==> src/include/asp9_regs.svh <==
// Register offsets, field positions, reset values and timing counts of the serial port
// Behaviour
// - Transmit bytes least significant bit first
// - Receive bytes least significant bit first
// - One buffer address: write transmits, read receives
// - Buffer write alone starts a frame
// - Transmit and receive run independently
// - Source bit picks timer 1 or generator
// - Timer 1 rate uses 384 and 192
// - Generator rate uses 64 and 1024
// - Reload value is ten bits, two registers
// - Doubler bit lives in power control
// - Mode 1: start, eight data, stop
// - Mode 2: nine bits, clock/32 or /64
// - Mode 3: nine bits, variable rate
// - Ninth bit sent from control, stored received
// - Three samples mid bit, tolerate 3.5%
// - Multiprocessor modes 2 and 3: flag only ninth=1
// - Rate 300 to 38400, partner matches
// - Hardware sets done flags, software clears
// - Writing one to flags does nothing
// - Mode 1 without multiproc: stop into ninth
`ifndef ASP9_REGS_SVH
`define ASP9_REGS_SVH
`define ASP9_POWER_CTRL_ADDR 8'h87
`define ASP9_SERIAL_CTRL_ADDR 8'h98
`define ASP9_SERIAL_BUF_ADDR 8'h99
`define ASP9_RELOAD_LO_ADDR 8'hAA
`define ASP9_RELOAD_HI_ADDR 8'hBA
`define ASP9_BAUD_SRC_ADDR 8'hD8
`define ASP9_CTRL_MODE_HI 7
`define ASP9_CTRL_MODE_LO 6
`define ASP9_CTRL_MP 5
`define ASP9_CTRL_REN 4
`define ASP9_CTRL_TB8 3
`define ASP9_CTRL_RB8 2
`define ASP9_CTRL_TI 1
`define ASP9_CTRL_RI 0
`define ASP9_DOUBLER_BIT 7
`define ASP9_SRC_BIT 7
`define ASP9_BUF_RST 8'h00
`define ASP9_RELOAD_LO_RST 8'hD9
`define ASP9_RELOAD_HI_RST 2'h3
`define ASP9_MODE_OFF 2'h0
`define ASP9_MODE_8BIT 2'h1
`define ASP9_MODE_FIXED 2'h2
`define ASP9_MODE_VAR9 2'h3
`define ASP9_PH_SAMPLE_A 4'h7
`define ASP9_PH_SAMPLE_B 4'h8
`define ASP9_PH_VOTE 4'h9
`define ASP9_PH_LAST 4'hF
`define ASP9_LAST_DATA 4'h7
`define ASP9_NINTH_IDX 4'h8
`define ASP9_TX_BITS8 4'h9
`define ASP9_TX_BITS9 4'hA
`define ASP9_GEN_TOP 10'h3FF
`endif

==> src/include/asp9_pkg.sv <==
// Types shared by the serial port files
package asp9_pkg;
   typedef struct packed {
      logic [7:0] addr;
      logic [7:0] wdata;
      logic wr;
      logic rd;
   } asp9_sfr_req_s;
   typedef logic [1:0] asp9_mode_t;
   typedef enum logic [1:0] {RX_IDLE, RX_START, RX_DATA, RX_STOP} asp9_rx_state_e;
   typedef enum logic {TX_IDLE, TX_SHIFT} asp9_tx_state_e;
endpackage

==> src/asp9_baud_gen.sv <==
// Oversampling tick source: timer 1, reload generator or fixed rate
`include "asp9_regs.svh"

module asp9_baud_gen
   import asp9_pkg::*;
(
   input wire logic clk_sys_i,
   input wire logic arst_n_i,
   input wire logic smod_i,
   input wire logic internal_i,
   input wire logic fixed_i,
   input wire logic [9:0] reload_i,
   input wire logic timer1_ovf_i,
   output logic tick16_o
);
   logic [1:0] pre_r;
   logic [9:0] gen_r;
   logic half_r;
   logic tick_r;
   logic pre_en_w;
   logic gen_ovf_w;
   logic t1_tick_w;
   logic tick_nxt;

   ////////////////////////////////////////////////////////////////////////////////
   // Doubler shortens the prescale to /2 from /4
   assign pre_en_w = smod_i ? pre_r[0] : (pre_r == 2'h3);
   // Counts reload..top, so 1024 minus reload steps
   assign gen_ovf_w = pre_en_w && (gen_r == `ASP9_GEN_TOP);
   // Two overflows per tick unless doubled: 12 * 32 = 384
   assign t1_tick_w = timer1_ovf_i && (smod_i || half_r);
   // Fixed rate: sixteen ticks a bit gives 64 or 32 clocks per bit
   assign tick_nxt = fixed_i ? pre_en_w : (internal_i ? gen_ovf_w : t1_tick_w);
   // Firmware keeps the rate in 300..38400 bps
   assign tick16_o = tick_r;

   always_ff @(posedge clk_sys_i or negedge arst_n_i)
   begin
      if (!arst_n_i)
      begin
         pre_r <= 2'h0;
         gen_r <= 10'h000;
         half_r <= 1'b0;
         tick_r <= 1'b0;
      end
      else
      begin
         pre_r <= pre_r + 2'h1;
         if (pre_en_w)
            gen_r <= gen_ovf_w ? reload_i : gen_r + 10'h001;
         if (timer1_ovf_i)
            half_r <= ~half_r;
         tick_r <= tick_nxt;
      end
   end
endmodule

==> src/asp9_tx.sv <==
// Transmit shifter: start, data, optional ninth bit, stop
`include "asp9_regs.svh"

module asp9_tx
   import asp9_pkg::*;
(
   input wire logic clk_sys_i,
   input wire logic arst_n_i,
   input wire logic tick16_i,
   input wire logic start_i,
   input wire logic nine_i,
   input wire logic [8:0] data_i,
   output logic tx_o,
   output logic busy_o,
   output logic done_o
);
   asp9_tx_state_e state_r, state_nxt;
   logic [9:0] shreg_r, shreg_nxt;
   logic [3:0] phase_r, phase_nxt;
   logic [3:0] left_r, left_nxt;
   logic tx_r, tx_nxt;
   logic done_r, done_nxt;

   ////////////////////////////////////////////////////////////////////////////////
   always_comb
   begin
      state_nxt = state_r;
      shreg_nxt = shreg_r;
      phase_nxt = tick16_i ? phase_r + 4'h1 : phase_r;
      left_nxt = left_r;
      tx_nxt = tx_r;
      done_nxt = 1'b0;
      case (state_r)
         TX_IDLE:
         begin
            tx_nxt = 1'b1;
            if (start_i)
            begin
               state_nxt = TX_SHIFT;
               tx_nxt = 1'b0;
               phase_nxt = 4'h0;
               shreg_nxt = {1'b1, nine_i ? data_i[8] : 1'b1, data_i[7:0]};
               left_nxt = nine_i ? `ASP9_TX_BITS9 : `ASP9_TX_BITS8;
            end
         end
         TX_SHIFT:
         begin
            if (tick16_i && phase_r == `ASP9_PH_LAST)
            begin
               if (left_r == 4'h0)
               begin
                  state_nxt = TX_IDLE;
                  done_nxt = 1'b1;
               end
               else
               begin
                  tx_nxt = shreg_r[0];
                  shreg_nxt = {1'b1, shreg_r[9:1]};
                  left_nxt = left_r - 4'h1;
               end
            end
         end
         default: state_nxt = TX_IDLE;
      endcase
   end

   assign tx_o = tx_r;
   assign busy_o = (state_r == TX_SHIFT);
   assign done_o = done_r;

   always_ff @(posedge clk_sys_i or negedge arst_n_i)
   begin
      if (!arst_n_i)
      begin
         state_r <= TX_IDLE;
         shreg_r <= 10'h3FF;
         phase_r <= 4'h0;
         left_r <= 4'h0;
         tx_r <= 1'b1;
         done_r <= 1'b0;
      end
      else
      begin
         state_r <= state_nxt;
         shreg_r <= shreg_nxt;
         phase_r <= phase_nxt;
         left_r <= left_nxt;
         tx_r <= tx_nxt;
         done_r <= done_nxt;
      end
   end
endmodule

==> src/asp9_serial_port.sv <==
// Serial port top: register slots, receiver, flag handling and checks
`include "asp9_regs.svh"

module asp9_serial_port
   import asp9_pkg::*;
(
   input wire logic clk_sys_i,
   input wire logic arst_n_i,
   input wire asp9_sfr_req_s sfr_req_i,
   input wire logic timer1_ovf_i,
   input wire logic rx_pin_i,
   output logic tx_pin_o,
   output logic tx_done_flag_o,
   output logic rx_done_flag_o,
   output logic [7:0] sfr_rdata_o
);
   ////////////////////////////////////////////////////////////////////////////////
   function automatic logic asp9_hit(input logic [7:0] a, input logic [7:0] slot);
      return a == slot;
   endfunction

   function automatic logic asp9_maj3(input logic a, input logic b, input logic c);
      return (a & b) | (a & c) | (b & c);
   endfunction

   ////////////////////////////////////////////////////////////////////////////////
   asp9_mode_t mode_r;
   logic multiproc_enable_r;
   logic rx_enable_r;
   logic tx_ninth_bit_r;
   logic rx_ninth_bit_r, rx_ninth_bit_nxt;
   logic tx_done_r, tx_done_nxt;
   logic rx_done_r, rx_done_nxt;
   logic smod_r;
   logic baud_src_r;
   logic [7:0] reload_lo_r;
   logic [1:0] reload_hi_r;
   logic [7:0] rx_buf_r;
   logic [7:0] rdata_r;
   logic rx_meta_r;
   logic rx_sync_r;
   asp9_rx_state_e rx_state_r, rx_state_nxt;
   logic [3:0] rx_phase_r, rx_phase_nxt;
   logic [3:0] rx_cnt_r, rx_cnt_nxt;
   logic [7:0] rx_shreg_r, rx_shreg_nxt;
   logic [1:0] rx_samp_r, rx_samp_nxt;
   logic rx_bit9_r, rx_bit9_nxt;

   logic [7:0] wd_w;
   logic wr_ctrl_w;
   logic wr_buf_w;
   logic wr_power_w;
   logic wr_src_w;
   logic wr_lo_w;
   logic wr_hi_w;
   logic [7:0] ctrl_rd_w;
   logic [7:0] rd_mux_w;
   logic tick16_w;
   logic nine_w;
   logic port_on_w;
   logic fixed_rate_w;
   logic tx_start_w;
   logic tx_busy_w;
   logic tx_done_evt_w;
   logic at_a_w;
   logic at_b_w;
   logic at_vote_w;
   logic at_end_w;
   logic vote_w;
   logic [3:0] last_cnt_w;
   logic bit9_w;
   logic rx_load_w;

   ////////////////////////////////////////////////////////////////////////////////
   // Register decode
   assign wd_w = sfr_req_i.wdata;
   assign wr_ctrl_w = sfr_req_i.wr && asp9_hit(sfr_req_i.addr, `ASP9_SERIAL_CTRL_ADDR);
   assign wr_buf_w = sfr_req_i.wr && asp9_hit(sfr_req_i.addr, `ASP9_SERIAL_BUF_ADDR);
   assign wr_power_w = sfr_req_i.wr && asp9_hit(sfr_req_i.addr, `ASP9_POWER_CTRL_ADDR);
   assign wr_src_w = sfr_req_i.wr && asp9_hit(sfr_req_i.addr, `ASP9_BAUD_SRC_ADDR);
   assign wr_lo_w = sfr_req_i.wr && asp9_hit(sfr_req_i.addr, `ASP9_RELOAD_LO_ADDR);
   assign wr_hi_w = sfr_req_i.wr && asp9_hit(sfr_req_i.addr, `ASP9_RELOAD_HI_ADDR);
   assign ctrl_rd_w = {mode_r, multiproc_enable_r, rx_enable_r,
                       tx_ninth_bit_r, rx_ninth_bit_r, tx_done_r, rx_done_r};
   // Shared slots such as power control read back only the bits kept here
   assign rd_mux_w =
      asp9_hit(sfr_req_i.addr, `ASP9_SERIAL_BUF_ADDR) ? rx_buf_r :
      asp9_hit(sfr_req_i.addr, `ASP9_SERIAL_CTRL_ADDR) ? ctrl_rd_w :
      asp9_hit(sfr_req_i.addr, `ASP9_POWER_CTRL_ADDR) ? {smod_r, 7'h00} :
      asp9_hit(sfr_req_i.addr, `ASP9_BAUD_SRC_ADDR) ? {baud_src_r, 7'h00} :
      asp9_hit(sfr_req_i.addr, `ASP9_RELOAD_LO_ADDR) ? reload_lo_r :
      asp9_hit(sfr_req_i.addr, `ASP9_RELOAD_HI_ADDR) ? {6'h00, reload_hi_r} : 8'h00;

   ////////////////////////////////////////////////////////////////////////////////
   // Mode and transmit start
   assign nine_w = mode_r[1];
   assign port_on_w = (mode_r != `ASP9_MODE_OFF);
   assign fixed_rate_w = (mode_r == `ASP9_MODE_FIXED);
   // A write during a frame is dropped; no second buffer stage
   assign tx_start_w = wr_buf_w && port_on_w && !tx_busy_w;

   ////////////////////////////////////////////////////////////////////////////////
   // Receive timing and decisions
   assign at_a_w = tick16_w && (rx_phase_r == `ASP9_PH_SAMPLE_A);
   assign at_b_w = tick16_w && (rx_phase_r == `ASP9_PH_SAMPLE_B);
   assign at_vote_w = tick16_w && (rx_phase_r == `ASP9_PH_VOTE);
   assign at_end_w = tick16_w && (rx_phase_r == `ASP9_PH_LAST);
   assign vote_w = asp9_maj3(rx_samp_r[0], rx_samp_r[1], rx_sync_r);
   assign last_cnt_w = nine_w ? `ASP9_NINTH_IDX : `ASP9_LAST_DATA;
   // Ninth data bit in 9-bit modes, else the stop bit
   assign bit9_w = nine_w ? rx_bit9_r : vote_w;
   // Set receive flag blocks the next frame; the address filter needs ninth=1
   assign rx_load_w = (rx_state_r == RX_STOP) && at_vote_w && rx_enable_r
                      && !rx_done_r && (!multiproc_enable_r || bit9_w);

   // Hardware set wins over a same-cycle software clear; ones are ignored
   assign tx_done_nxt = (tx_done_r && !(wr_ctrl_w && !wd_w[`ASP9_CTRL_TI]))
                        || tx_done_evt_w;
   assign rx_done_nxt = (rx_done_r && !(wr_ctrl_w && !wd_w[`ASP9_CTRL_RI]))
                        || rx_load_w;
   assign rx_ninth_bit_nxt = rx_load_w ? bit9_w :
                             (wr_ctrl_w ? wd_w[`ASP9_CTRL_RB8] : rx_ninth_bit_r);

   always_comb
   begin
      rx_state_nxt = rx_state_r;
      rx_phase_nxt = tick16_w ? rx_phase_r + 4'h1 : rx_phase_r;
      rx_cnt_nxt = rx_cnt_r;
      rx_shreg_nxt = rx_shreg_r;
      rx_bit9_nxt = rx_bit9_r;
      rx_samp_nxt = rx_samp_r;
      if (at_a_w)
         rx_samp_nxt[0] = rx_sync_r;
      if (at_b_w)
         rx_samp_nxt[1] = rx_sync_r;
      case (rx_state_r)
         RX_IDLE:
         begin
            // Falling edge restarts the bit clock phase
            if (rx_enable_r && port_on_w && !rx_sync_r)
            begin
               rx_state_nxt = RX_START;
               rx_phase_nxt = 4'h0;
            end
         end
         RX_START:
         begin
            // Glitch shorter than half a bit is a false start
            if (at_vote_w && vote_w)
               rx_state_nxt = RX_IDLE;
            else if (at_end_w)
            begin
               rx_state_nxt = RX_DATA;
               rx_cnt_nxt = 4'h0;
            end
         end
         RX_DATA:
         begin
            if (at_vote_w)
            begin
               if (rx_cnt_r == `ASP9_NINTH_IDX)
                  rx_bit9_nxt = vote_w;
               else
                  rx_shreg_nxt = {vote_w, rx_shreg_r[7:1]};
            end
            if (at_end_w)
            begin
               if (rx_cnt_r == last_cnt_w)
                  rx_state_nxt = RX_STOP;
               else
                  rx_cnt_nxt = rx_cnt_r + 4'h1;
            end
         end
         RX_STOP:
         begin
            // Back to idle mid stop bit to catch an early next start
            if (at_vote_w)
               rx_state_nxt = RX_IDLE;
         end
         default: rx_state_nxt = RX_IDLE;
      endcase
      if (!rx_enable_r)
         rx_state_nxt = RX_IDLE;
   end

   ////////////////////////////////////////////////////////////////////////////////
   always_ff @(posedge clk_sys_i or negedge arst_n_i)
   begin
      if (!arst_n_i)
      begin
         mode_r <= `ASP9_MODE_OFF;
         multiproc_enable_r <= 1'b0;
         rx_enable_r <= 1'b0;
         tx_ninth_bit_r <= 1'b0;
         smod_r <= 1'b0;
         baud_src_r <= 1'b0;
         reload_lo_r <= `ASP9_RELOAD_LO_RST;
         reload_hi_r <= `ASP9_RELOAD_HI_RST;
      end
      else
      begin
         if (wr_ctrl_w)
         begin
            mode_r <= wd_w[`ASP9_CTRL_MODE_HI:`ASP9_CTRL_MODE_LO];
            multiproc_enable_r <= wd_w[`ASP9_CTRL_MP];
            rx_enable_r <= wd_w[`ASP9_CTRL_REN];
            tx_ninth_bit_r <= wd_w[`ASP9_CTRL_TB8];
         end
         if (wr_power_w)
            smod_r <= wd_w[`ASP9_DOUBLER_BIT];
         if (wr_src_w)
            baud_src_r <= wd_w[`ASP9_SRC_BIT];
         if (wr_lo_w)
            reload_lo_r <= wd_w;
         if (wr_hi_w)
            reload_hi_r <= wd_w[1:0];
      end
   end

   always_ff @(posedge clk_sys_i or negedge arst_n_i)
   begin
      if (!arst_n_i)
      begin
         tx_done_r <= 1'b0;
         rx_done_r <= 1'b0;
         rx_ninth_bit_r <= 1'b0;
         rx_buf_r <= `ASP9_BUF_RST;
         rdata_r <= 8'h00;
         rx_meta_r <= 1'b1;
         rx_sync_r <= 1'b1;
      end
      else
      begin
         tx_done_r <= tx_done_nxt;
         rx_done_r <= rx_done_nxt;
         rx_ninth_bit_r <= rx_ninth_bit_nxt;
         if (rx_load_w)
            rx_buf_r <= rx_shreg_r;
         rdata_r <= sfr_req_i.rd ? rd_mux_w : 8'h00;
         rx_meta_r <= rx_pin_i;
         rx_sync_r <= rx_meta_r;
      end
   end

   always_ff @(posedge clk_sys_i or negedge arst_n_i)
   begin
      if (!arst_n_i)
      begin
         rx_state_r <= RX_IDLE;
         rx_phase_r <= 4'h0;
         rx_cnt_r <= 4'h0;
         rx_shreg_r <= 8'h00;
         rx_samp_r <= 2'h3;
         rx_bit9_r <= 1'b0;
      end
      else
      begin
         rx_state_r <= rx_state_nxt;
         rx_phase_r <= rx_phase_nxt;
         rx_cnt_r <= rx_cnt_nxt;
         rx_shreg_r <= rx_shreg_nxt;
         rx_samp_r <= rx_samp_nxt;
         rx_bit9_r <= rx_bit9_nxt;
      end
   end

   assign tx_done_flag_o = tx_done_r;
   assign rx_done_flag_o = rx_done_r;
   assign sfr_rdata_o = rdata_r;

   ////////////////////////////////////////////////////////////////////////////////
   asp9_baud_gen u_baud (
      .clk_sys_i(clk_sys_i),
      .arst_n_i(arst_n_i),
      .smod_i(smod_r),
      .internal_i(baud_src_r),
      .fixed_i(fixed_rate_w),
      .reload_i({reload_hi_r, reload_lo_r}),
      .timer1_ovf_i(timer1_ovf_i),
      .tick16_o(tick16_w)
   );

   // Separate shifter keeps sending while the receiver works
   asp9_tx u_tx (
      .clk_sys_i(clk_sys_i),
      .arst_n_i(arst_n_i),
      .tick16_i(tick16_w),
      .start_i(tx_start_w),
      .nine_i(nine_w),
      .data_i({tx_ninth_bit_r, wd_w}),
      .tx_o(tx_pin_o),
      .busy_o(tx_busy_w),
      .done_o(tx_done_evt_w)
   );
endmodule

==> config.mk <==
export PLATFORM = sky130hd
export DESIGN_NAME = asp9_serial_port
export DESIGN_NICKNAME = d
export VERILOG_FILES = /design/src/include/asp9_pkg.sv /design/src/asp9_baud_gen.sv /design/src/asp9_tx.sv /design/src/asp9_serial_port.sv
export VERILOG_INCLUDE_DIRS = /design/src /design/src/include
export SDC_FILE = /design/constraint.sdc
export NUM_CORES = 1
export LEC_CHECK = 0
export ABC_AREA = 1
export BUFFER_PORTS_ARGS = -buffer_cell sky130_fd_sc_hd__buf_2
export CAP_MARGIN = 40
export CORE_MARGIN = 2
export CORE_UTILIZATION = 45
export CTS_BUF_LIST = sky130_fd_sc_hd__clkbuf_8
export CTS_CLUSTER_DIAMETER = 150
export DETAILED_ROUTE_END_ITERATION = 10
export PLACE_DENSITY = 0.66
export SLEW_MARGIN = 20
export SYNTH_ARGS = -nofsm -noshare
export SYNTH_HDL_FRONTEND = slang
export SYNTH_SLANG_ARGS = --single-unit
==> constraint.sdc <==
create_clock -name clk_sys_i -period 2 [get_ports clk_sys_i]
set_clock_uncertainty 0.1 [all_clocks]
set_input_delay 0 -clock clk_sys_i [delete_from_list [all_inputs] [get_ports clk_sys_i]]
set_output_delay 0 -clock clk_sys_i [all_outputs]
set_load 0.03 [all_outputs]
# == Word-level counts from Yosys, hierarchy flattened ==
# Cells that the tools add are included.
# classes
mux,55
eq_ne,31
n_bitwise,8
n_reduce_logical,49
n_addsub,6
# op_table
cell,n
$mux W4,14
$eq A8 B8 Y1 const B,6
$mux W8,6
$mux W10,4
$logic_and A1 B1 Y1,26
$eq A4 B4 Y1 const B,5
$pmux W10 S2,1
$mux W2,9
$mux W1,16
$pmux W4 S2,2
$ne A2 B2 Y1 const B,7
$add A4 B1 Y4 const B,3
$ne A3 B3 Y1 const B,4
$add A10 B1 Y10 const B,1
$eq A10 B10 Y1 const B,1
$reduce_and A5 Y1,2
$reduce_and A3 Y1,3
$eq A2 B2 Y1 const B,4
$logic_not A1 Y1,8
$pmux W2 S4,1
$reduce_bool A2 Y1,3
$eq A4 B3 Y1 const B,1
$eq A4 B4 Y1,1
$logic_not A4 Y1,1
other kinds (11),20
# word_totals
elab_cells,181
register_bits,94

# == Longest topological paths before layout ==
# Gate-level depths: netlist of run 1.
# depth
ltp_word,8
ltp_mapped,11
ltp_nobuf,11

# == Hierarchy ==
# A second synthesis of run 1 with hierarchy kept.
# hier_totals
hier_cells,631
hier_area_um2,4963.5
# modules_own_cells
mod,seq_area_each_um2,cells_each,area_per_inst_um2,instances
asp9_serial_port,1490.2,372,2996.6,1
asp9_tx,513.0,135,1096.1,1
asp9_baud_gen,350.3,124,870.8,1

# == Worst setup path before layout of run 1 ==
# OpenSTA, ideal clock, no wires.
# synth_timing
path_kind,flip-flop to flip-flop
start,register rx_phase_r[1]
end,register rx_buf_r[0]
synth_period_minus_slack_ns,1.621
setup_time_ns,0.117
arrival_ns,1.405
required_time_ns,1.783
path_stages_with_launch,9
n_path_buf,1
setup_slack_ns,0.379
path_cell_list,dfrtp_1 -> inv_1 -> ha_1 -> nand4_1 -> nor4_4 -> nand2_4 -> buf_6 -> nand2_1 -> nand2_1
# synth_between
elab_chain_len,6
# synth_lines
element,line_no,text
"start, declared",asp9_serial_port.sv:43,"logic [3:0] rx_phase_r, rx_phase_nxt;"
"start signal, assigned",asp9_serial_port.sv:259,rx_phase_r <= rx_phase_nxt;
$eq A4 B4 Y1 (no source line),n/a,
$logic_and A1 B1 Y1,asp9_serial_port.sv:106,assign at_vote_w = tick16_w && (rx_phase_r == `ASP9_PH_VOTE);
$logic_and A1 B1 Y1 (2 in a row),asp9_serial_port.sv:113,assign rx_load_w = (rx_state_r == RX_STOP) && at_vote_w && rx_enable_r
$logic_and A1 B1 Y1 (2 in a row),asp9_serial_port.sv:114,&& !rx_done_r && (!multiproc_enable_r || bit9_w);
"end signal, assigned",asp9_serial_port.sv:227,rx_buf_r <= `ASP9_BUF_RST;
"end signal, assigned",asp9_serial_port.sv:238,rx_buf_r <= rx_shreg_r;
"end, declared",asp9_serial_port.sv:38,logic [7:0] rx_buf_r;
# No other way between the ends.
# A chain may end at the register's enable or synchronous reset.

# == Worst setup path after layout of run 1 ==
# layout_timing
start,input sfr_req_i[13] (netlist bit)
end,register tx_ninth_bit_r
# layout_between
elab_chain_len,2
# layout_lines
element,line_no,text
"start, declared",asp9_serial_port.sv:9,"input wire asp9_sfr_req_s sfr_req_i,"
$eq A8 B8 Y1,asp9_serial_port.sv:19,return a == slot;
$logic_and A1 B1 Y1,asp9_serial_port.sv:77,"assign wr_ctrl_w = sfr_req_i.wr && asp9_hit(sfr_req_i.addr, `ASP9_SERIAL_CTRL_ADDR);"
"end signal, assigned",asp9_serial_port.sv:207,tx_ninth_bit_r <= wd_w[`ASP9_CTRL_TB8];
"end, declared",asp9_serial_port.sv:30,logic tx_ninth_bit_r;
# No other way between the ends.

==> flow_summary.ini, run 1 <==
[place]
dp_hpwl_um = 7790
place.gp.congestion = 0.866
port_buffers = 32

[floorplan]
io_pins = 33
die_h_um = 106
core-area_um2 = 10200
initial_utilization = 0.460
die_area_um2 = 11300
die_x_um = 106
rows = 37

[worst_setup_path]
max_stage_delay_ns = 0.54
crit_type = input port to flip-flop
reg2reg_setup_slack_ns = 0.18
crit_required_ns = 2.21
crit_chain = dlygate4sd3_1 > buf_2 > nand2_2 > nor2_1 > nand2_1 > nor2_4 > nand2_4 > inv_2 > nand2_1 > nand2_1 > dlygate4sd3_1
arrival_ns = 2.11
worstRegToRegCells = 7
crit_fanout = 8
worstReg2RegStart = rx_phase_r[1]$_DFF_PN0_
crit_path_top_delay_cell = dlygate4sd3_1
reg2reg_to = rx_shreg_r[6]$_DFFE_PN0P_
critPathCaptureType = flip-flop
critPathMostFrequentCell = nand2_1
start_kind = input port

[detailed_routing]
drcViolationCount = 0
routedWlPerCell_um = 14.0
drt_pass1_iterations = 5
drt_iter0_markers = 175
num_vias = 3806
wirelength_um = 10700
ant_nets = 0
avgViaCountPerCell = 4.98

[synthesis]
synth-simple-area-share = 0.225
ys_async_sr_fraction = 1.00
ys_ff_latch = 93
synth_top_flop_cell = dfrtp_1
netlist_instances = 557
synth-edff-count = 0
synth.area.mux_share = 0.0151
yosysWarnings = 0
synth.distinct_cells = 38
syn_nets = 588
syn_area_per_cell_um2 = 8.46
synthesis.area_um2 = 4710
synthAdderAreaFrac = 0.0239
synth_top_family_by_area = simple AND/OR/NAND/NOR gates
yosys.area_share.xor_xnor = 0.0186
yosysSeqAreaShare = 0.500
synth_compound_area_frac = 0.144

[global_route]
grt_max_degree = 53
first_global_vias = 3709
grt_usage = 0.201
antenna_found_initial = 0
grt_pass1_wl_um = 17700
overflow = 0

[sta]
timing.fmax_ghz = 0.526
tns_ns = 0
relSlewSlack = 0.534
slew_violations = 0
finalHoldViolCount = 0
worstMarginPinSlew_ns = 0.697
min_period_over_period = 0.951
rsz0062_at_grt = false
min_period_ns = 1.90
setup_violations = 0

[min_path]
hold_path_class = input port to flip-flop
min_from = sfr_req_i[16]
min_path_cells = 6
min_to = smod_r$_DFFE_PN0P_

[clock_tree]
cts_repair_resize_count = 0
cts.sinks = 93
numCtsBuffers = 9
cts_tree = yes
htree_levels = 3
clk_path_buf_depth = 2
path_clk_slew_ns = 0.09
clock_latency_ns = 0.36
root_buffer = clkbuf_8

[cells_and_area]
area_delta_synth_final_pct = 16.8
final_core_util = 0.538
num-nets-final = 654
num_antenna_cells = 0
drive_gt1_frac = 0.193

[flow_run]
maxCapViolCount = 0

[pwr]
leakage_uw = 0.00268
vdd_drop_max_uv = 917
powerDensity_nw_per_um2 = 1080

[status]
status = finished clean
state kept, by name, indices dropped and copies added (netlist names), 2 cells and up:
name and count:
u_baud.pre_r 2, rx_shreg_r 8, u_tx.left_r 4, reload_lo_r 8
reload_hi_r 2, mode_r 2, rx_cnt_r 4, u_baud.gen_r 10
rx_samp_r 2, rx_state_r 2, rx_phase_r 4, u_tx.phase_r 4
u_tx.shreg_r 9, rx_buf_r 8, sfr_rdata_o 8
per-layer routing:
layer / share of wire / wire length [um] / track usage
met4: 0.012 / 131 / 0.0695
met5: 0 / 0 / 0
met2: 0.49 / 5230 / 0.336
met1: 0.46 / 4920 / 0.268
met3: 0.042 / 451 / 0.0300
kinds of logic after synthesis:
family,count (synthesis)
multiplexers,7
buffers and inverters,83
XOR/XNOR,10
adder cells (fa/ha/maj),9
flip-flops,93
AO/OA/AOI/OAI,115
AND/OR/NAND/NOR,240
synth_stat cells (2+ instances only):
cell type    n  area [um2]
a21oi_1     27         135
a31oi_1      3        18.8
buf_2        4        20.0
buf_4        2        15.0
buf_6        3        33.8
dfrtp_1     72        1800
dfstp_2     21         552
ha_1         9         113
inv_1       68         255
inv_2        6        22.5
mux2i_1      6        60.1
nand2_1    148         556
nand2_2      5        31.3
nand2_4      2        22.5
nand3_1     19        95.1
nand4_1      6        37.5
nor2_1      41         154
nor2_2       2        12.5
nor2_4       3        33.8
nor3_1       6        30.0
o211ai_1     2        15.0
o21a_1       4        30.0
o21ai_0     43         215
o21ai_1     10        50.1
o21ai_2     20         175
o22ai_1      4        25.0
or2_2        2        12.5
xnor2_1      3        26.3
xor2_1       7        61.3
placed cells by master, fill, tap and decap left out, types with 3 or more instances in the layout:
cell	count
o21ai_0	43
xor2_1	7
dlygate4sd3_1	24
a31oi_1	3
inv_2	6
ha_1	9
o22ai_1	4
mux2i_1	6
o21ai_1	10
o21ai_2	20
nor3_1	6
nand2_2	5
nand2_1	148
dfrtp_1	72
clkbuf_8	10
inv_1	69
nand4_1	6
nor2_4	3
buf_2	31
dfstp_2	21
nand3_1	19
a21oi_1	27
xnor2_1	3
buf_4	7
nor2_1	41
o21a_1	4
through the flow:
stage / total power, uW / area (um2) / std cells / hold slack, ns / setup slack [ns]
finish: 5960 / 5500 / 764 / 0.0283 / 0.0989
global placement: 4570 / 5050 / 723 / -0.215 / 0.296
global route: 6410 / 5500 / 764 / 0.0921 / 0.00994
floorplan: 4170 / 4710 / 557 / -0.396 / 0.379
CTS: 6000 / 5490 / 763 / 0.00462 / 0.0187
detailed placement: 4670 / 5050 / 723 / -0.209 / 0.183
report_power, final:
| part | switching [uW] | leakage, uW | total (uW) | internal, uW |
|---|---|---|---|---|
| registers | 315 | 0.00113 | 2680 | 2360 |
| logic | 1200 | 0.00144 | 1980 | 783 |
| clock network | 686 | 0.000100 | 1300 | 610 |
| total | 2200 | 0.00268 | 5960 | 3760 |
worst max path at each step:
stage / startpoint / to / slack [ns] / depth (start not counted)
5_1_grt: sfr_req_i[13] / tx_ninth_bit_r$_DFFE_PN0N_ / 0.01 / 11
4_1_cts: sfr_req_i[15] / tx_ninth_bit_r$_DFFE_PN0N_ / 0.02 / 12
3_3_place_gp: rx_phase_r[1]$_DFF_PN0_ / rx_buf_r[3]$_DFFE_PN0P_ / 0.30 / 7
3_5_place_dp: rx_phase_r[1]$_DFF_PN0_ / rx_shreg_r[6]$_DFFE_PN0P_ / 0.18 / 7
2_1_floorplan: rx_phase_r[1]$_DFF_PN0_ / rx_buf_r[0]$_DFFE_PN0P_ / 0.38 / 8
6_report: sfr_req_i[13] / tx_ninth_bit_r$_DFFE_PN0N_ / 0.1 / 11
timing repair:
action | in CTS | in global routing
endpoints found under the hold margin | 115 | 0
buffers inserted | 0 | 1
endpoints found under the setup margin | 0 | 1
hold buffers | 24 | 0
worst max-delay path: cells and delay by family:
family	cells	cell delay, ns
buffers and inverters	4	1.31
AND/OR/NAND/NOR	7	0.80
final cells by class:
class / instances / area [um2]
fill: 945 / 4730
timing repair buffer: 64 / 488
multi-input combinational: 381 / 2010
tap: 136 / 170
clock inverter: 6 / 62.6
inverter: 74 / 278
clock buffer: 10 / 138
sequential: 93 / 2350
No activity file was read; power rests on OpenSTA's default activity.
==> run 2, diff against run 1 <==
Settings changed: REMOVE_ABC_BUFFERS set to 1.
==> run 2 against run 1 <==
Against the previous run:
- the run now ends with hold timing left
- sequential share of layout area down 0.25 points
- sequential power barely moved
- wire length shrank 1.1%
- critical path depth increased by 1
- utilization increased by 0.32 points
- global-route usage increased by 0.23 points
- register-to-register slack worse by 0.03 ns
- combinational power about the same
==> flow_summary.ini, run 2 (synthesized netlist as in run 1, its figures left out) <==
[worst_setup_path]
reg2reg_to = rx_buf_r[4]$_DFFE_PN0P_
reg2reg_setup_slack_ns = 0.15
worstReg2RegStart = rx_phase_r[1]$_DFF_PN0_
start_kind = input port
crit_required_ns = 2.21
crit_fanout = 8
arrival_ns = 2.09
crit_type = input port to flip-flop
worstRegToRegCells = 7
critPathCaptureType = flip-flop

[cells_and_area]
num-nets-final = 656
largest_reg_flops = 10
register_area_um2 = 2350
regMostFlops = u_baud.gen_r
drive_gt1_frac = 0.198
reg_top3 = u_baud.gen_r: 10 flops, u_tx.shreg_r: 9 flops
area_delta_synth_final_pct = 17.5
num_antenna_cells = 0
fill_cells = 898
multi_input_area_um2 = 2030
layout_common_cells = 147 x nand2_1, 72 x dfrtp_1, 69 x inv_1, 43 x o21ai_0, 40 x nor2_1
mostFrequentLayoutCell = nand2_1

[detailed_routing]
avgViaCountPerCell = 5.05
ant_nets = 0
drcViolationCount = 0
drt_iter0_markers = 234
num_vias = 3871
wirelength_um = 10600
routedWlPerCell_um = 13.8
drt_pass1_iterations = 5

[place]
dp_hpwl_um = 7550
port_buffers = 32
place.gp.congestion = 0.928
dpl_worst_slack_ns = 0.172

[floorplan]
die_x_um = 106
initial_utilization = 0.460
die_area_um2 = 11300
rows = 37
core-area_um2 = 10200
die_h_um = 106
io_pins = 33

[sta]
min_period_over_period = 0.941
timing.fmax_ghz = 0.531
relSlewSlack = 0.666
setup_violations = 0
worstMarginPinSlew_ns = 0.501
holdWs_ns = -0.00204
min_period_ns = 1.88
layout_setup_ws_ns = 0.118
slew_violations = 0
finalHoldViolCount = 2

[global_route]
antenna_found_initial = 0
overflow = 0
use_met3 = 0.0337
busiest_layer = met2
grt_max_degree = 40
grt_usage = 0.203
gr-usage-met2 = 0.347
grt_pass1_wl_um = 18000
gr-usage-met1 = 0.250
first_global_vias = 3869

[pwr]
totalPowerFinal_uw = 5940
leakage_uw = 0.00270
vdd_drop_max_uv = 468
powerDensity_nw_per_um2 = 1070

[status]
status = finished with violations
violations = hold timing

[clock_tree]
numCtsBuffers = 9
root_buffer = clkbuf_8
path_clk_slew_ns = 0.09
cts_tree = yes
htree_levels = 3
cts.sinks = 93
clk_path_buf_depth = 2
clock_latency_ns = 0.37

[min_path]
hold_path_class = input port to asynchronous set/reset pin

[flow_run]
maxCapViolCount = 0
run 2: cell count changes in the layout (fill, tap and decap cells not counted):
cell	delta
nand2_1	-1
clkbuf_8	+1
nand2_2	+1
nor2_4	+2
nor2_1	-1
nor2_2	-1
clkinvlp_4	-1
buf_4	+2
inv_6	-1
clkinv_2	+1
run 2: how the worst max path moves through the flow:
stage	startpoint	endpoint	slack, ns	depth (start not counted)
6_report	sfr_req_i[16]	multiproc_enable_r$_DFFE_PN0N_	0.12	12
5_1_grt	sfr_req_i[16]	multiproc_enable_r$_DFFE_PN0N_	-0.003	12
4_1_cts	sfr_req_i[12]	multiproc_enable_r$_DFFE_PN0N_	0.01	12
3_5_place_dp	rx_phase_r[1]$_DFF_PN0_	rx_buf_r[4]$_DFFE_PN0P_	0.17	7
3_3_place_gp	rx_phase_r[1]$_DFF_PN0_	rx_buf_r[6]$_DFFE_PN0P_	0.28	7
2_1_floorplan	u_tx.busy_o$_DFF_PN0_	u_tx.left_r[0]$_DFFE_PN0P_	0.27	5
run 2: where the power goes:
| group | switching, uW | internal (uW) |
|---|---|---|
| sequential | 329 | 2360 |
| clock | 643 | 638 |
| combinational | 1180 | 782 |
| total | 2160 | 3780 |
run 2: what timing repair did:
item,in CTS,in global routing
resized for setup,0,4
hold buffers,24,0
endpoints found under the hold margin,117,0
setup endpoints to repair,0,2
buffers inserted,0,4
run 2: per-stage QoR:
step	instances	utilization	hold WS (ns)	area [um2]	setup TNS (ns)
after global routing	766	0.541	0.0394	5530	-0.00328
after global placement	722	0.493	-0.144	5040	0
after detailed placement	722	0.493	-0.142	5040	0
after CTS	762	0.536	0.00929	5490	0
after floorplan	548	-	-0.396	4640	0
final	766	0.541	-0.00204	5530	0
run 2: layout make-up:
cell class                 instances  share of cell area
inverter                          74              0.0502
timing repair buffer              66              0.0909
clock buffer                      11              0.0274
sequential                        93               0.425
multi-input combinational        381               0.366
clock inverter                     5             0.00927
tap                              136              0.0308
run 2: worst max-delay path, stage by stage:
cell,delay [ns]
dlygate4sd3_1,0.54
buf_2,0.13
inv_1,0.04
nand2_1,0.11
nor2_4,0.17
inv_2,0.08
nor2_4,0.15
nand2_4,0.10
inv_2,0.11
nand2_1,0.06
nand2_1,0.05
dlygate4sd3_1,0.53
run 2: routing by layer:
metal	up-vias	wire, um
met5	-	0
met4	0	359
met3	29	482
met2	108	5170
met1	1806	4600
li1	1928	-
==> run 3, diff against run 2 <==
Settings changed: SYNTH_HIERARCHICAL set to 1.
==> run 3 against run 2 <==
Against the previous run:
- the flow now finishes without violations
- sequential cell count unchanged
- non-clock buffer count decreased by 3
- combinational power decreased by 40%
- total power decreased by 18%
- clock power decreased by 10%
- die area increased by 5.2%
- synthesized cell count increased by 13%
- final cell count increased by 9.1%
- worst setup slack improved by 0.051 ns
==> flow_summary.ini, run 3 <==
[worst_setup_path]
crit_required_ns = 2.17
start_kind = input port
critPathCaptureType = flip-flop
crit_fanout = 13
path_delay_family = simple AND/OR/NAND/NOR gates
crit_type = input port to flip-flop
max_stage_delay_ns = 0.53
arrival_ns = 2.00
crit_chain = dlygate4sd3_1 > buf_2 > inv_1 > nand2_1 > nor2_1 > nand3_1 > nor4_2 > buf_4 > nand2_4 > nand2_4 > nand2_4 > nand2_1 > nand2_1
crit_path_top_delay_cell = dlygate4sd3_1
crit_buf_inv = 4

[clock_tree]
postCtsSetupBuffers = 0
cts.sinks = 93
clk_path_buf_depth = 2
root_buffer = clkbuf_8
cts_tree = yes
numCtsBuffers = 9
path_clk_slew_ns = 0.09
htree_levels = 3
clock_latency_ns = 0.37

[floorplan]
die_area_um2 = 11900
initial_utilization = 0.460
io_pins = 33
die_h_um = 109
rows = 38
core-area_um2 = 10800
die_x_um = 109

[cells_and_area]
instances_no_fill = 836
num-nets-final = 722
final_core_util = 0.525
regMostFlops = u_baud/gen_r
drive_gt1_frac = 0.200
largest_reg_flops = 10
area_delta_synth_final_pct = 14.2
layout_common_cells = 202 x nand2_1, 77 x inv_1, 71 x dfrtp_1, 48 x nor2_1, 42 x nand3_1
reg_top3 = u_baud/gen_r: 10 flops, u_tx/shreg_r: 9 flops
mostFrequentLayoutCell = nand2_1
num_antenna_cells = 0

[detailed_routing]
drt_iter0_markers = 330
routedWlPerCell_um = 13.1
num_vias = 4128
avgViaCountPerCell = 4.94
wirelength_um = 10900
drt_pass1_iterations = 8
ant_nets = 0
drcViolationCount = 0

[global_route]
gr-usage-met1 = 0.271
gr-usage-met2 = 0.318
antenna_found_initial = 0
overflow = 0
use_met3 = 0.0377
grt_max_degree = 73
first_global_vias = 3973
busiest_layer = met2
grt_pass1_wl_um = 18500
grt_usage = 0.199

[synthesis]
synth-edff-count = 0
yosysTopAreaCellShare = 0.363
syn_area_per_cell_um2 = 7.87
yosysSeqAreaShare = 0.474
synth_common_cells = 202 x nand2_1, 75 x inv_1, 72 x dfrtp_1
yosysWarnings = 6
synth_top_area_cell = dfrtp_1
synth.distinct_cells = 41
yosys.area_share.xor_xnor = 0.0124
synth_top_flop_cell = dfrtp_1
synth_top_family_by_area = simple AND/OR/NAND/NOR gates
synth_compound_area_frac = 0.107
synthAdderAreaFrac = 0.0227
netlist_instances = 631
synthesis.area_um2 = 4960
ys_ff_latch = 93
synth_area_leaders = dfrtp_1 36%, nand2_1 15%, dfstp_2 11%
synth-simple-area-share = 0.300
ys_async_sr_fraction = 1.00
synth.area.mux_share = 0.00227
synth.most_common_cell = nand2_1

[flow_run]
maxCapViolCount = 0

[pwr]
intPower_uw = 3170
p_sw_frac = 0.346
powerDensity_nw_per_um2 = 857
comb_power_share = 0.244
totalPowerFinal_uw = 4850
leakage_uw = 0.00286
vdd_drop_max_uv = 365
p_sw_uw = 1680
clkPwrFrac = 0.236
seq_power_share = 0.520

[place]
port_buffers = 32
placed_cells = 803
dpl_worst_slack_ns = 0.136
place.gp.congestion = 0.829
dp_hpwl_um = 7810

[sta]
slew_violations = 0
setup_violations = 0
relSlewSlack = 0.736
min_period_over_period = 0.916
timing.fmax_ghz = 0.546
layout_setup_ws_ns = 0.169
tns_ns = 0
rsz0062_at_grt = false
min_period_ns = 1.83
finalHoldViolCount = 0
worstMarginPinSlew_ns = 0.395

[status]
status = finished clean

[min_path]
hold_path_class = input port to flip-flop
==> run 3: changes by cell type in the layout (fill, tap and decap cells not counted), sizes merged, moves of 2 or more <==
| cell | change |
|---|---|
| inv | +7 |
| xor2 | -2 |
| o22ai | -2 |
| clkinv | +3 |
| nor3 | -3 |
| nand2 | +69 |
| nand3 | +23 |
| mux2i | -6 |
| o21ai | -15 |
| dlygate4sd3 | -8 |
| a21oi | -9 |
| buf | +5 |
| nor2 | +7 |
==> run 3: power groups by stage <==
stage	clock [uW]	sequential [uW]	combinational, uW
after floorplan	0	2510	857
after global placement	0	2540	1110
after detailed placement	0	2550	1170
after CTS	1180	2520	1200
after global routing	1270	2570	1400
final	1150	2520	1180
==> run 3: cell families (layout without fill, tap and decap cells) <==
family / after synthesis / count (layout)
simple gates: 338 / 338
buf+inv: 95 / 160
flops: 93 / 93
compound gates: 88 / 88
fa+ha+maj: 9 / 9
xor+xnor: 7 / 7
mux: 1 / 1
==> run 3: layout make-up <==
class	count	area (um2)
well taps	140	175
repair buffers	63	455
inverters	81	304
clock inverters	6	31.3
fillers	1005	5130
clock buffers	10	138
multi-input cells	443	2210
flip-flops and latches	93	2350
==> run 3: per-stage QoR <==
step	cell area (um2)	hold WS (ns)
finish	5670	0.0197
global placement	5320	-0.191
floorplan	4860	-0.396
global route	5670	0.00476
CTS	5640	0.000614
detailed placement	5320	-0.180
==> run 3: worst register-to-register path, stage by stage (launching register included) <==
cell and delay (ns):
dfrtp_2 0.42, inv_1 0.13, nand2_1 0.13, inv_1 0.06, nor4_2 0.22, buf_4 0.17, nand2_4 0.07, nand2_4 0.11
nand2_4 0.14, nand2_1 0.10, nand2_1 0.06
==> run 3: final timing paths <==
kind                                       start                    endpoint  slack, ns  cells past startpoint
min in group asynchronous               arst_n_i         rx_sync_r$_DFF_PN1_       0.08                      2
hold / removal                     sfr_req_i[17]      baud_src_r$_DFFE_PN0P_       0.02                      5
setup / recovery                   sfr_req_i[16]  u_tx/left_r[0]$_DFFE_PN0P_       0.17                     13
max in group asynchronous               arst_n_i     rx_cnt_r[3]$_DFFE_PN0P_       0.93                      4
hold reg to reg              rx_meta_r$_DFF_PN1_         rx_sync_r$_DFF_PN1_       0.26                      0
setup reg to reg           mode_r[1]$_DFFE_PN0N_  u_tx/left_r[0]$_DFFE_PN0P_       0.20                     10
==> run 3: timing repair <==
action	in CTS	in global routing
endpoints found under the hold margin	115	0
resized for setup	0	2
hold buffers	16	0
endpoints found under the setup margin	0	13
==> run 3: metal layers <==
metal  vias to the layer above  share of wire
met3                        11          0.041
met4                         0          0.012
met5                         -              0
met1                      1939           0.48
li1                       2107              -
met2                        71           0.47
